--- config.mk ---
export PLATFORM = sky130hd
export DESIGN_NAME = input_calibration_table_manager
export DESIGN_NICKNAME = d
export VERILOG_FILES = /design/src/hw/cal_table_pkg.sv /design/src/hw/input_calibration_table_manager.sv /design/src/hw/cal_corrector.sv
export SDC_FILE = /design/constraint.sdc
export NUM_CORES = 2
export LEC_CHECK = 0
export ABC_AREA = 0
export BUFFER_PORTS_ARGS = -buffer_cell sky130_fd_sc_hd__buf_4
export CAP_MARGIN = 10
export CELL_PAD_IN_SITES_DETAIL_PLACEMENT = 0
export CELL_PAD_IN_SITES_GLOBAL_PLACEMENT = 1
export CORE_MARGIN = 2
export CORE_UTILIZATION = 39
export CTS_CLUSTER_SIZE = 16
export DETAILED_ROUTE_END_ITERATION = 6
export PLACE_DENSITY = 0.62
export SLEW_MARGIN = 10
export SYNTH_ARGS = -nofsm -noshare
export SYNTH_HDL_FRONTEND = slang
export SYNTH_HIERARCHICAL = 1
export SYNTH_SLANG_ARGS = --single-unit
--- constraint.sdc ---
create_clock -name ref_clk_i -period 14.1 [get_ports ref_clk_i]
set_clock_uncertainty 0.05 [all_clocks]
set_input_delay 2.82 -clock ref_clk_i [delete_from_list [all_inputs] [get_ports ref_clk_i]]
set_output_delay 2.82 -clock ref_clk_i [all_outputs]
set_load 0.005 [all_outputs]
--- src/hw/cal_table_pkg.sv ---
// Constants and types for the input calibration table manager.
// Assumes a single 20 MHz clock domain; used by hw/ design files only.
package cal_table_pkg;
	// Command codes on the command port
	typedef enum logic [2:0] {
		cmd_mode = 3'h0,
		cmd_save = 3'h1,
		cmd_type = 3'h2,
		cmd_gain = 3'h3,
		cmd_offset = 3'h4
	} cmd_t;
	// Calibration types
	typedef enum logic [2:0] {
		voltage_cal_type = 3'h0,
		current_source_cal_type = 3'h1,
		low_resistance_cal_type = 3'h2,
		mid_resistance_cal_type = 3'h3,
		high_resistance_cal_type = 3'h4
	} cal_type_t;
	localparam int unsigned NUM_TYPES = 5;
	localparam int unsigned NUM_CHANNELS = 4;
	// IEEE-754 single precision 1.0 as the nominal gain
	localparam logic [31:0] GAIN_NOMINAL = 32'h3f80_0000;
	localparam logic [15:0] OFFSET_RESET = 16'h0000;
	localparam logic [2:0] TYPE_RESET = 3'h0;
endpackage : cal_table_pkg

--- src/hw/input_calibration_table_manager.sv ---
// Calibration command group: mode, save, type, gain and offset handling.
// Assumes a decoded command port and a word-wide flash table port.
`timescale 1ns/1ps
`default_nettype none
// Operation
// - Entering calibration mode copies the flash table into working RAM.
// - In calibration mode, readings are corrected by RAM coefficients only.
// - Leaving calibration mode never writes flash.
// - Mode command carries a channel field that is ignored.
// - Mode query answers ON or OFF.
// - Outside calibration mode, most commands change nothing.
// - Save writes flash only in calibration mode, else does nothing.
// - Save writes the whole table for every channel.
// - Type set works only in calibration mode; one type per channel.
// - Five types: voltage, current source, three resistance ranges.
// - Type query returns the selected type of the named channel.
// - Gain is a float with nominal value one.
// - Gain kept per channel and type, chosen by selected type.
// - Offset is a signed count, positive or negative.
// - Offset kept per channel and type, chosen by selected type.
module input_calibration_table_manager #(
	parameter int unsigned CHANNELS = 4,
	parameter int unsigned SAMPLE_W = 24,
	parameter int unsigned OFFSET_W = 16
) (
	input wire logic ref_clk_i,
	input wire logic rst_n_i,
	input wire logic cmd_valid_i,
	output logic cmd_ready_o,
	input wire logic [2:0] cmd_code_i,
	input wire logic cmd_query_i,
	input wire logic [1:0] cmd_chan_i,
	input wire logic [31:0] cmd_arg_i,
	output logic resp_valid_o,
	output logic [31:0] resp_data_o,
	output logic cal_mode_o,
	output logic busy_o,
	output logic flash_rd_o,
	output logic flash_wr_o,
	output logic [4:0] flash_addr_o,
	output logic [47:0] flash_wdata_o,
	input wire logic [47:0] flash_rdata_i,
	input wire logic flash_ack_i,
	input wire logic sample_valid_i,
	input wire logic [1:0] sample_chan_i,
	input wire logic signed [SAMPLE_W-1:0] sample_i,
	output logic corr_valid_o,
	output logic signed [SAMPLE_W-1:0] corr_o
);
	localparam int unsigned ENTRIES = CHANNELS * cal_table_pkg::NUM_TYPES;
	initial begin
		if (CHANNELS != cal_table_pkg::NUM_CHANNELS)
			$error("channel count must be four");
		if (OFFSET_W > 16) $error("offset wider than table slot");
	end

	typedef enum logic [1:0] {
		st_idle = 2'h0,
		st_load = 2'h1,
		st_save = 2'h2
	} state_t;

	state_t state, next_state;
	logic cal_mode, next_cal_mode;
	logic [4:0] idx, next_idx;
	logic [31:0] gain_tab [ENTRIES];
	logic [31:0] next_gain_tab [ENTRIES];
	logic [15:0] off_tab [ENTRIES];
	logic [15:0] next_off_tab [ENTRIES];
	logic [2:0] sel_type [CHANNELS];
	logic [2:0] next_sel_type [CHANNELS];
	logic next_resp_valid;
	logic [31:0] next_resp_data;

	// Table index of one channel and type
	function automatic logic [4:0] slot(input logic [1:0] ch,
		input logic [2:0] ty);
		slot = 5'(ch * cal_table_pkg::NUM_TYPES + ty);
	endfunction : slot

	// Gain float to Q2.16; coarse but adequate near the nominal value
	function automatic logic [17:0] gain_q(input logic [31:0] f);
		logic [23:0] mant;
		int sh;
		mant = {1'b1, f[22:0]};
		sh = int'(f[30:23]) - 127;
		if (f[30:23] == 8'h00 || f[31]) gain_q = 18'h00000;
		else if (sh >= 2) gain_q = 18'h3ffff;
		else if (sh >= 0) gain_q = 18'(mant >> (7 - sh));
		else if (sh >= -16) gain_q = 18'(mant >> (7 - sh));
		else gain_q = 18'h00000;
	endfunction : gain_q

	logic [4:0] cmd_slot;
	logic [4:0] smp_slot;
	logic cmd_fire;
	assign cmd_ready_o = (state == st_idle);
	assign cmd_fire = cmd_valid_i && cmd_ready_o;
	assign cmd_slot = slot(cmd_chan_i, sel_type[cmd_chan_i]);
	// selected type steers the table slot
	assign smp_slot = slot(sample_chan_i, sel_type[sample_chan_i]);

	// Command interpreter and table copy sequencer
	always_comb begin
		next_state = state;
		next_cal_mode = cal_mode;
		next_idx = idx;
		next_gain_tab = gain_tab;
		next_off_tab = off_tab;
		next_sel_type = sel_type;
		next_resp_valid = 1'b0;
		next_resp_data = resp_data_o;
		case (state)
			st_idle: begin
				if (cmd_fire) begin
					case (cmd_code_i)
						cal_table_pkg::cmd_mode: begin
							// Channel field not decoded
							if (cmd_query_i) begin
								next_resp_valid = 1'b1;
								next_resp_data = {31'h0, cal_mode};
							end else if (cmd_arg_i[0] && !cal_mode) begin
								next_state = st_load;
								next_idx = 5'h00;
							end else if (!cmd_arg_i[0]) begin
								next_cal_mode = 1'b0; // No flash write
							end
						end
						cal_table_pkg::cmd_save: begin
							// Silently dropped outside the mode
							if (cal_mode) begin
								next_state = st_save; // Whole table
								next_idx = 5'h00;
							end
						end
						cal_table_pkg::cmd_type: begin
							if (cmd_query_i) begin
								next_resp_valid = 1'b1;
								next_resp_data = {29'h0, sel_type[cmd_chan_i]};
							end else if (cal_mode &&
								cmd_arg_i < 32'(cal_table_pkg::NUM_TYPES)) begin
								next_sel_type[cmd_chan_i] = cmd_arg_i[2:0];
							end
						end
						cal_table_pkg::cmd_gain: begin
							if (cmd_query_i) begin
								next_resp_valid = 1'b1;
								next_resp_data = gain_tab[cmd_slot];
							end else if (cal_mode) begin
								next_gain_tab[cmd_slot] = cmd_arg_i;
							end
						end
						cal_table_pkg::cmd_offset: begin
							if (cmd_query_i) begin
								next_resp_valid = 1'b1;
								next_resp_data = {{16{off_tab[cmd_slot][15]}},
									off_tab[cmd_slot]};
							end else if (cal_mode) begin
								next_off_tab[cmd_slot] = cmd_arg_i[15:0];
							end
						end
						default: begin
						end
					endcase
				end
			end
			st_load: begin
				// One word per flash acknowledge
				if (flash_ack_i) begin
					next_gain_tab[idx] = flash_rdata_i[47:16];
					next_off_tab[idx] = flash_rdata_i[15:0];
					if (idx == 5'(ENTRIES - 1)) begin
						next_state = st_idle;
						next_cal_mode = 1'b1;
					end else begin
						next_idx = idx + 5'h01;
					end
				end
			end
			st_save: begin
				// Every channel is written back
				if (flash_ack_i) begin
					if (idx == 5'(ENTRIES - 1)) next_state = st_idle;
					else next_idx = idx + 5'h01;
				end
			end
			default: next_state = st_idle;
		endcase
	end

	// State registers; table holds nominal values until first load
	always_ff @(posedge ref_clk_i or negedge rst_n_i) begin
		if (!rst_n_i) begin
			state <= st_idle;
			cal_mode <= 1'b0;
			idx <= 5'h00;
			resp_valid_o <= 1'b0;
			resp_data_o <= 32'h0000_0000;
			for (int i = 0; i < ENTRIES; i++) begin
				gain_tab[i] <= cal_table_pkg::GAIN_NOMINAL;
				off_tab[i] <= cal_table_pkg::OFFSET_RESET;
			end
			for (int c = 0; c < CHANNELS; c++)
				sel_type[c] <= cal_table_pkg::TYPE_RESET;
		end else begin
			state <= next_state;
			cal_mode <= next_cal_mode;
			idx <= next_idx;
			resp_valid_o <= next_resp_valid;
			resp_data_o <= next_resp_data;
			gain_tab <= next_gain_tab;
			off_tab <= next_off_tab;
			sel_type <= next_sel_type;
		end
	end

	// Flash strobes held until acknowledged
	assign cal_mode_o = cal_mode;
	assign busy_o = (state != st_idle);
	assign flash_rd_o = (state == st_load);
	assign flash_wr_o = (state == st_save); // Only reached from save
	assign flash_addr_o = idx;
	assign flash_wdata_o = {gain_tab[idx], off_tab[idx]};

	logic corr_valid;
	logic signed [SAMPLE_W-1:0] corr;
	// Correction from RAM table; outside the mode the sample passes raw
	cal_corrector #(
		.SAMPLE_W(SAMPLE_W),
		.OFFSET_W(OFFSET_W)
	) u_corr (
		.ref_clk_i(ref_clk_i),
		.rst_n_i(rst_n_i),
		.sample_valid_i(sample_valid_i),
		.sample_i(sample_i),
		.offset_i(cal_mode ? off_tab[smp_slot][OFFSET_W-1:0]
			: OFFSET_W'(0)),
		.gain_q_i(cal_mode ? gain_q(gain_tab[smp_slot]) : 18'h10000),
		.corr_valid_o(corr_valid),
		.corr_o(corr)
	);
	assign corr_valid_o = corr_valid;
	assign corr_o = corr;
endmodule : input_calibration_table_manager
`default_nettype wire

--- src/hw/cal_corrector.sv ---
// Applies offset and gain correction to one raw converter sample.
// Assumes gain is passed as a fixed-point Q2.16 approximation by caller.
`timescale 1ns/1ps
`default_nettype none
module cal_corrector #(
	parameter int unsigned SAMPLE_W = 24,
	parameter int unsigned OFFSET_W = 16
) (
	input wire logic ref_clk_i,
	input wire logic rst_n_i,
	input wire logic sample_valid_i,
	input wire logic signed [SAMPLE_W-1:0] sample_i,
	input wire logic signed [OFFSET_W-1:0] offset_i,
	input wire logic [17:0] gain_q_i,
	output logic corr_valid_o,
	output logic signed [SAMPLE_W-1:0] corr_o
);
	initial begin
		if (OFFSET_W > SAMPLE_W) $error("offset wider than sample");
	end
	logic signed [SAMPLE_W:0] shifted;
	logic signed [SAMPLE_W+19:0] product;
	logic next_valid;
	logic signed [SAMPLE_W-1:0] next_corr;
	// Offset first, then gain; product truncated back to sample width
	always_comb begin
		shifted = $signed({sample_i[SAMPLE_W-1], sample_i})
			- $signed({{(SAMPLE_W+1-OFFSET_W){offset_i[OFFSET_W-1]}},
			offset_i});
		product = shifted * $signed({2'b00, gain_q_i});
		next_valid = sample_valid_i;
		next_corr = sample_valid_i ? product[SAMPLE_W+15:16] : corr_o;
	end
	always_ff @(posedge ref_clk_i or negedge rst_n_i) begin
		if (!rst_n_i) begin
			corr_valid_o <= 1'b0;
			corr_o <= '0;
		end else begin
			corr_valid_o <= next_valid;
			corr_o <= next_corr;
		end
	end
endmodule : cal_corrector
`default_nettype wire

==> flow_results.org <==
** Outcome
- The flow ran to the end, and the final reports show no timing, DRC or antenna violations.

** Route
- Sum of routed wire length over all layers :: around 430,000 µm
- In the routed design, unresolved DRC markers number 0.
- Antenna viol nets, final :: 0
- Average routed wire per standard cell :: roughly 36 µm
- 1st-pass router iterations :: 7
- For this block, the via count after detailed routing is ~80,000.
- DRT iter0 DRCs :: around 12,000
- Avg Vias per Cell :: around 6.7

** Worst setup path
- Arrival @ worst endpoint :: about 14 ns
- Nature of the critical path endpoint :: register
- Largest incremental delay on the critical path :: 0.67 ns
- The endpoint identified for the worst register-to-register timing path is u_corr/corr_o[23].
- The worst setup path is launched from an input pin.
- By startpoint and endpoint, the worst setup path is classified as input pin to register.
- The startpoint identified for the worst register-to-register timing path is sel_type[1].
- Among all stages on the critical path, the largest delay is contributed by fa_2.
- Critical Path Fanout Max :: 13
- In this run the register-to-register setup slack is roughly 2.1 ns.
- Req. time, crit path :: about 15 ns
- The number of cells on the worst reg-to-reg path is 44.

** Clock network
- At the later pin of the worst-skew pair, clock insertion delay measures approximately 0.85 ns.
- CTS max path bufs :: 3
- TritonCTS built the clock tree.
- TritonCTS created 136 clock buffers.
- CTS H-tree lvls :: 4
- Clock tree root driver cell :: clkbuf_16
- Clock-pin slew on the worst setup and hold paths :: roughly 0.06 ns
- Total number of clock tree sinks :: ~1,000
- Hold buffer count at CTS :: 0

** Synthesis
- Area of the mapped netlist :: 87,800 µm²
- Counting flops and latches in the post-synthesis netlist gives 1,038.
- Most instantiated flip-flop cell in the synthesis netlist :: dfrtp_1
- In the synthesized netlist, the number of instances is 8,827.
- Sequential fraction of the synthesis area :: 0.298
- Synthesized area per cell :: 9.94 µm²
- Total of warnings raised by yosys :: 6
- FFs w/ async S/R, synth :: 1.00
- Distinct cells, synth :: 94
- Yosys mapped a number of flops with a built-in enable equal to 0.
- Number of nets in the synthesized netlist :: roughly 9,500

** Place
- Detail Placement HPWL :: 272,000 µm
- Worst slack at placement :: -0.871 ns
- In this run the tool buffered the top-level ports with ~230 buffer cells.
- Gpl congestion :: 0.950

** Floorplan
- Chip height :: 478 µm
- The die is roughly 480 µm wide.
- Number of I/O pins :: around 230
- The floorplan step defined a core boundary enclosing about 220,000 µm².
- In this run the core area contains between 150 and 200 standard-cell rows.
- Initial standard-cell utilization of the core :: 0.391
- Die area :: ~230,000 µm²

** Final layout
- Number of nets in the layout :: 9,587
- In the final layout, the share of cells above drive strength 1 is 0.251.
- Synth-to-layout area growth :: 15.0%

** Timing
- Hold WS :: between 0.4 and 0.5 ns
- In this run the tightest slew margin relative to its limit is 0.0321.
- Period utilisation layout :: 0.976
- The smallest clock period supported by the final layout is computed as between 10 and 15 ns.
- The final max-slew violation count was 0.
- The final count of hold timing violations is 0.
- Final critical-path setup slack :: approximately 0.33 ns
- Worst Tran Pin Value :: between 1 and 1.5 ns
- Timing would allow up to 72.6 MHz.
- Setup violation total in the final timing report :: 0

** Power
- After layout, the design draws a total of between 10 and 15 mW.
- In this run the static leakage power is about 40 nW.
- Max rail drop VDD :: 0.179 mV
- Power density normalized to cell area :: between 100 and 150 nW/µm²

** Min path
- WHS Endpoint :: u_corr/corr_o[16]
- The worst hold path passes through 2 cells.
- Hold/Removal Path Class :: register to register
- The worst hold path begins at u_corr/corr_o[16].

** Run
- Number of maximum-capacitance constraint violations :: 0

** Global route
- The first global-routing pass estimated just over 600,000 µm of wire.
- Across every metal layer, demand over resource in global routing totals 0.371.
- After global routing the overflow that remains totals 0.
- The number of antenna violations at the first check in global routing is 50.
- Largest net degree at the start of global routing :: about 170
- Number of global-route vias before repair :: around 80,000
## cell usage in the layout, fill, tap and decap left out, types with 143 or more instances in the layout
cell     count
nand2_1   1191
a22oi_1    901
dfrtp_1    893
o21ai_0    881
buf_4      851
mux4_2     741
inv_1      590
fa_1       411
a21oi_1    331
nor2_1     289
and2_1     250
mux2i_1    188
ha_1       143
## where the power goes
group	switching, mW	internal, mW	leakage, nW
logic	3.25	1.83	24.3
registers	0.603	3.53	13.7
clock network	1.56	2.08	2.20
## per-layer routing
layer,vias to the layer above,GRT usage,part of all wire
li1,32300,-,-
met1,40700,0.489,0.38
met2,5712,0.516,0.41
met3,1394,0.144,0.14
met4,44,0.211,0.067
met5,-,0.00336,0.00093
## worst max path at each step
stage	slack [ns]	from	cells past startpoint	to
after detailed placement	-0.87	sample_chan_i[0]	48	u_corr/corr_o[23]
after CTS	0.03	sample_chan_i[0]	47	u_corr/corr_o[23]
final	0.33	sample_chan_i[0]	45	u_corr/corr_o[23]
after global routing	-0.03	sample_chan_i[0]	48	u_corr/corr_o[23]
after global placement	-0.76	sample_chan_i[0]	48	u_corr/corr_o[23]
after floorplan	0.001	sample_chan_i[0]	47	u_corr/corr_o[23]
## synth_stat cells (18+ instances only)
library cell | n | area, µm²
mux4_2 | 741 | 16700
inv_1 | 591 | 2220
a31oi_1 | 34 | 213
ha_1 | 150 | 1880
mux2i_1 | 188 | 1880
dfrtp_1 | 898 | 22500
a22oi_1 | 909 | 6820
o21ai_0 | 905 | 4530
clkbuf_1 | 813 | 3050
xnor2_1 | 41 | 359
a32oi_1 | 98 | 858
nand3_1 | 38 | 190
o22ai_1 | 74 | 463
and2_1 | 264 | 1650
nor3_1 | 51 | 255
nor2_1 | 322 | 1210
nor2b_1 | 57 | 357
mux2_2 | 52 | 586
a21o_1 | 24 | 180
o21ai_1 | 20 | 100
nor3b_1 | 18 | 135
nand2_1 | 1199 | 4500
fa_1 | 416 | 8330
a21oi_1 | 338 | 1690
dfstp_2 | 140 | 3680
a221oi_1 | 19 | 166
xor2_1 | 20 | 175
buf_1 | 98 | 368
buf_2 | 36 | 180
## state kept, by name, indices dropped and copies added (netlist names)
name,flops
cal_mode_o,1
flash_addr_o,5
gain_tab,640
off_tab,320
resp_data_o,32
resp_valid_o,1
sel_type,12
state,2
u_corr/corr_o,24
u_corr/corr_valid_o,1
## critical path, delay by kind of cell
family          cells  cell delay, ns
fa+ha+maj          10            4.55
mux                 2            0.89
compound gates      9            2.11
xor+xnor            2            0.50
buf+inv            13            1.91
simple gates        9            1.68
## through the flow
| stage | area [µm²] | util | setup TNS [ns] | std cells |
|---|---|---|---|---|
| 3_5_place_dp | 95900 | 0.428 | -7.79 | 11700 |
| 6_report | 101000 | 0.450 | 0 | 12000 |
| 3_3_place_gp | 95900 | 0.428 | -7.30 | 11700 |
| 2_1_floorplan | 87900 | - | 0 | 8827 |
| 4_1_cts | 100000 | 0.448 | 0 | 12000 |
| 5_1_grt | 101000 | 0.450 | -0.0258 | 12000 |
## what timing repair did
| item | CTS | global route |
|---|---|---|
| endpoints found under the setup margin | 1 | 13 |
| gates resized for setup | 1 | 40 |
| buffers inserted | 0 | 16 |
| gates cloned | 0 | 1 |
| pin swaps | 0 | 14 |
## cell families (layout without fill, tap and decap cells)
logic type,after synthesis,in the layout,share of synthesized area
compound gates,2555,2555,0.185
simple gates,2048,2048,0.102
mux,995,995,0.222
flops,1038,1038,0.298
other cells,0,26,0
buf+inv,1557,1741,0.0684
fa+ha+maj,566,566,0.116
xor+xnor,68,68,0.00774
## area by class of cell
class | instances | area, µm²
fill | 21200 | 123000
clock inverter | 36 | 449
clock buffer | 209 | 4070
inverter | 592 | 2220
antenna | 26 | 65.1
multi-input combinational | 6232 | 56700
tap | 2992 | 3740
sequential | 1038 | 26200
timing repair buffer | 904 | 7440
No activity file was read; power rests on OpenSTA's default activity.
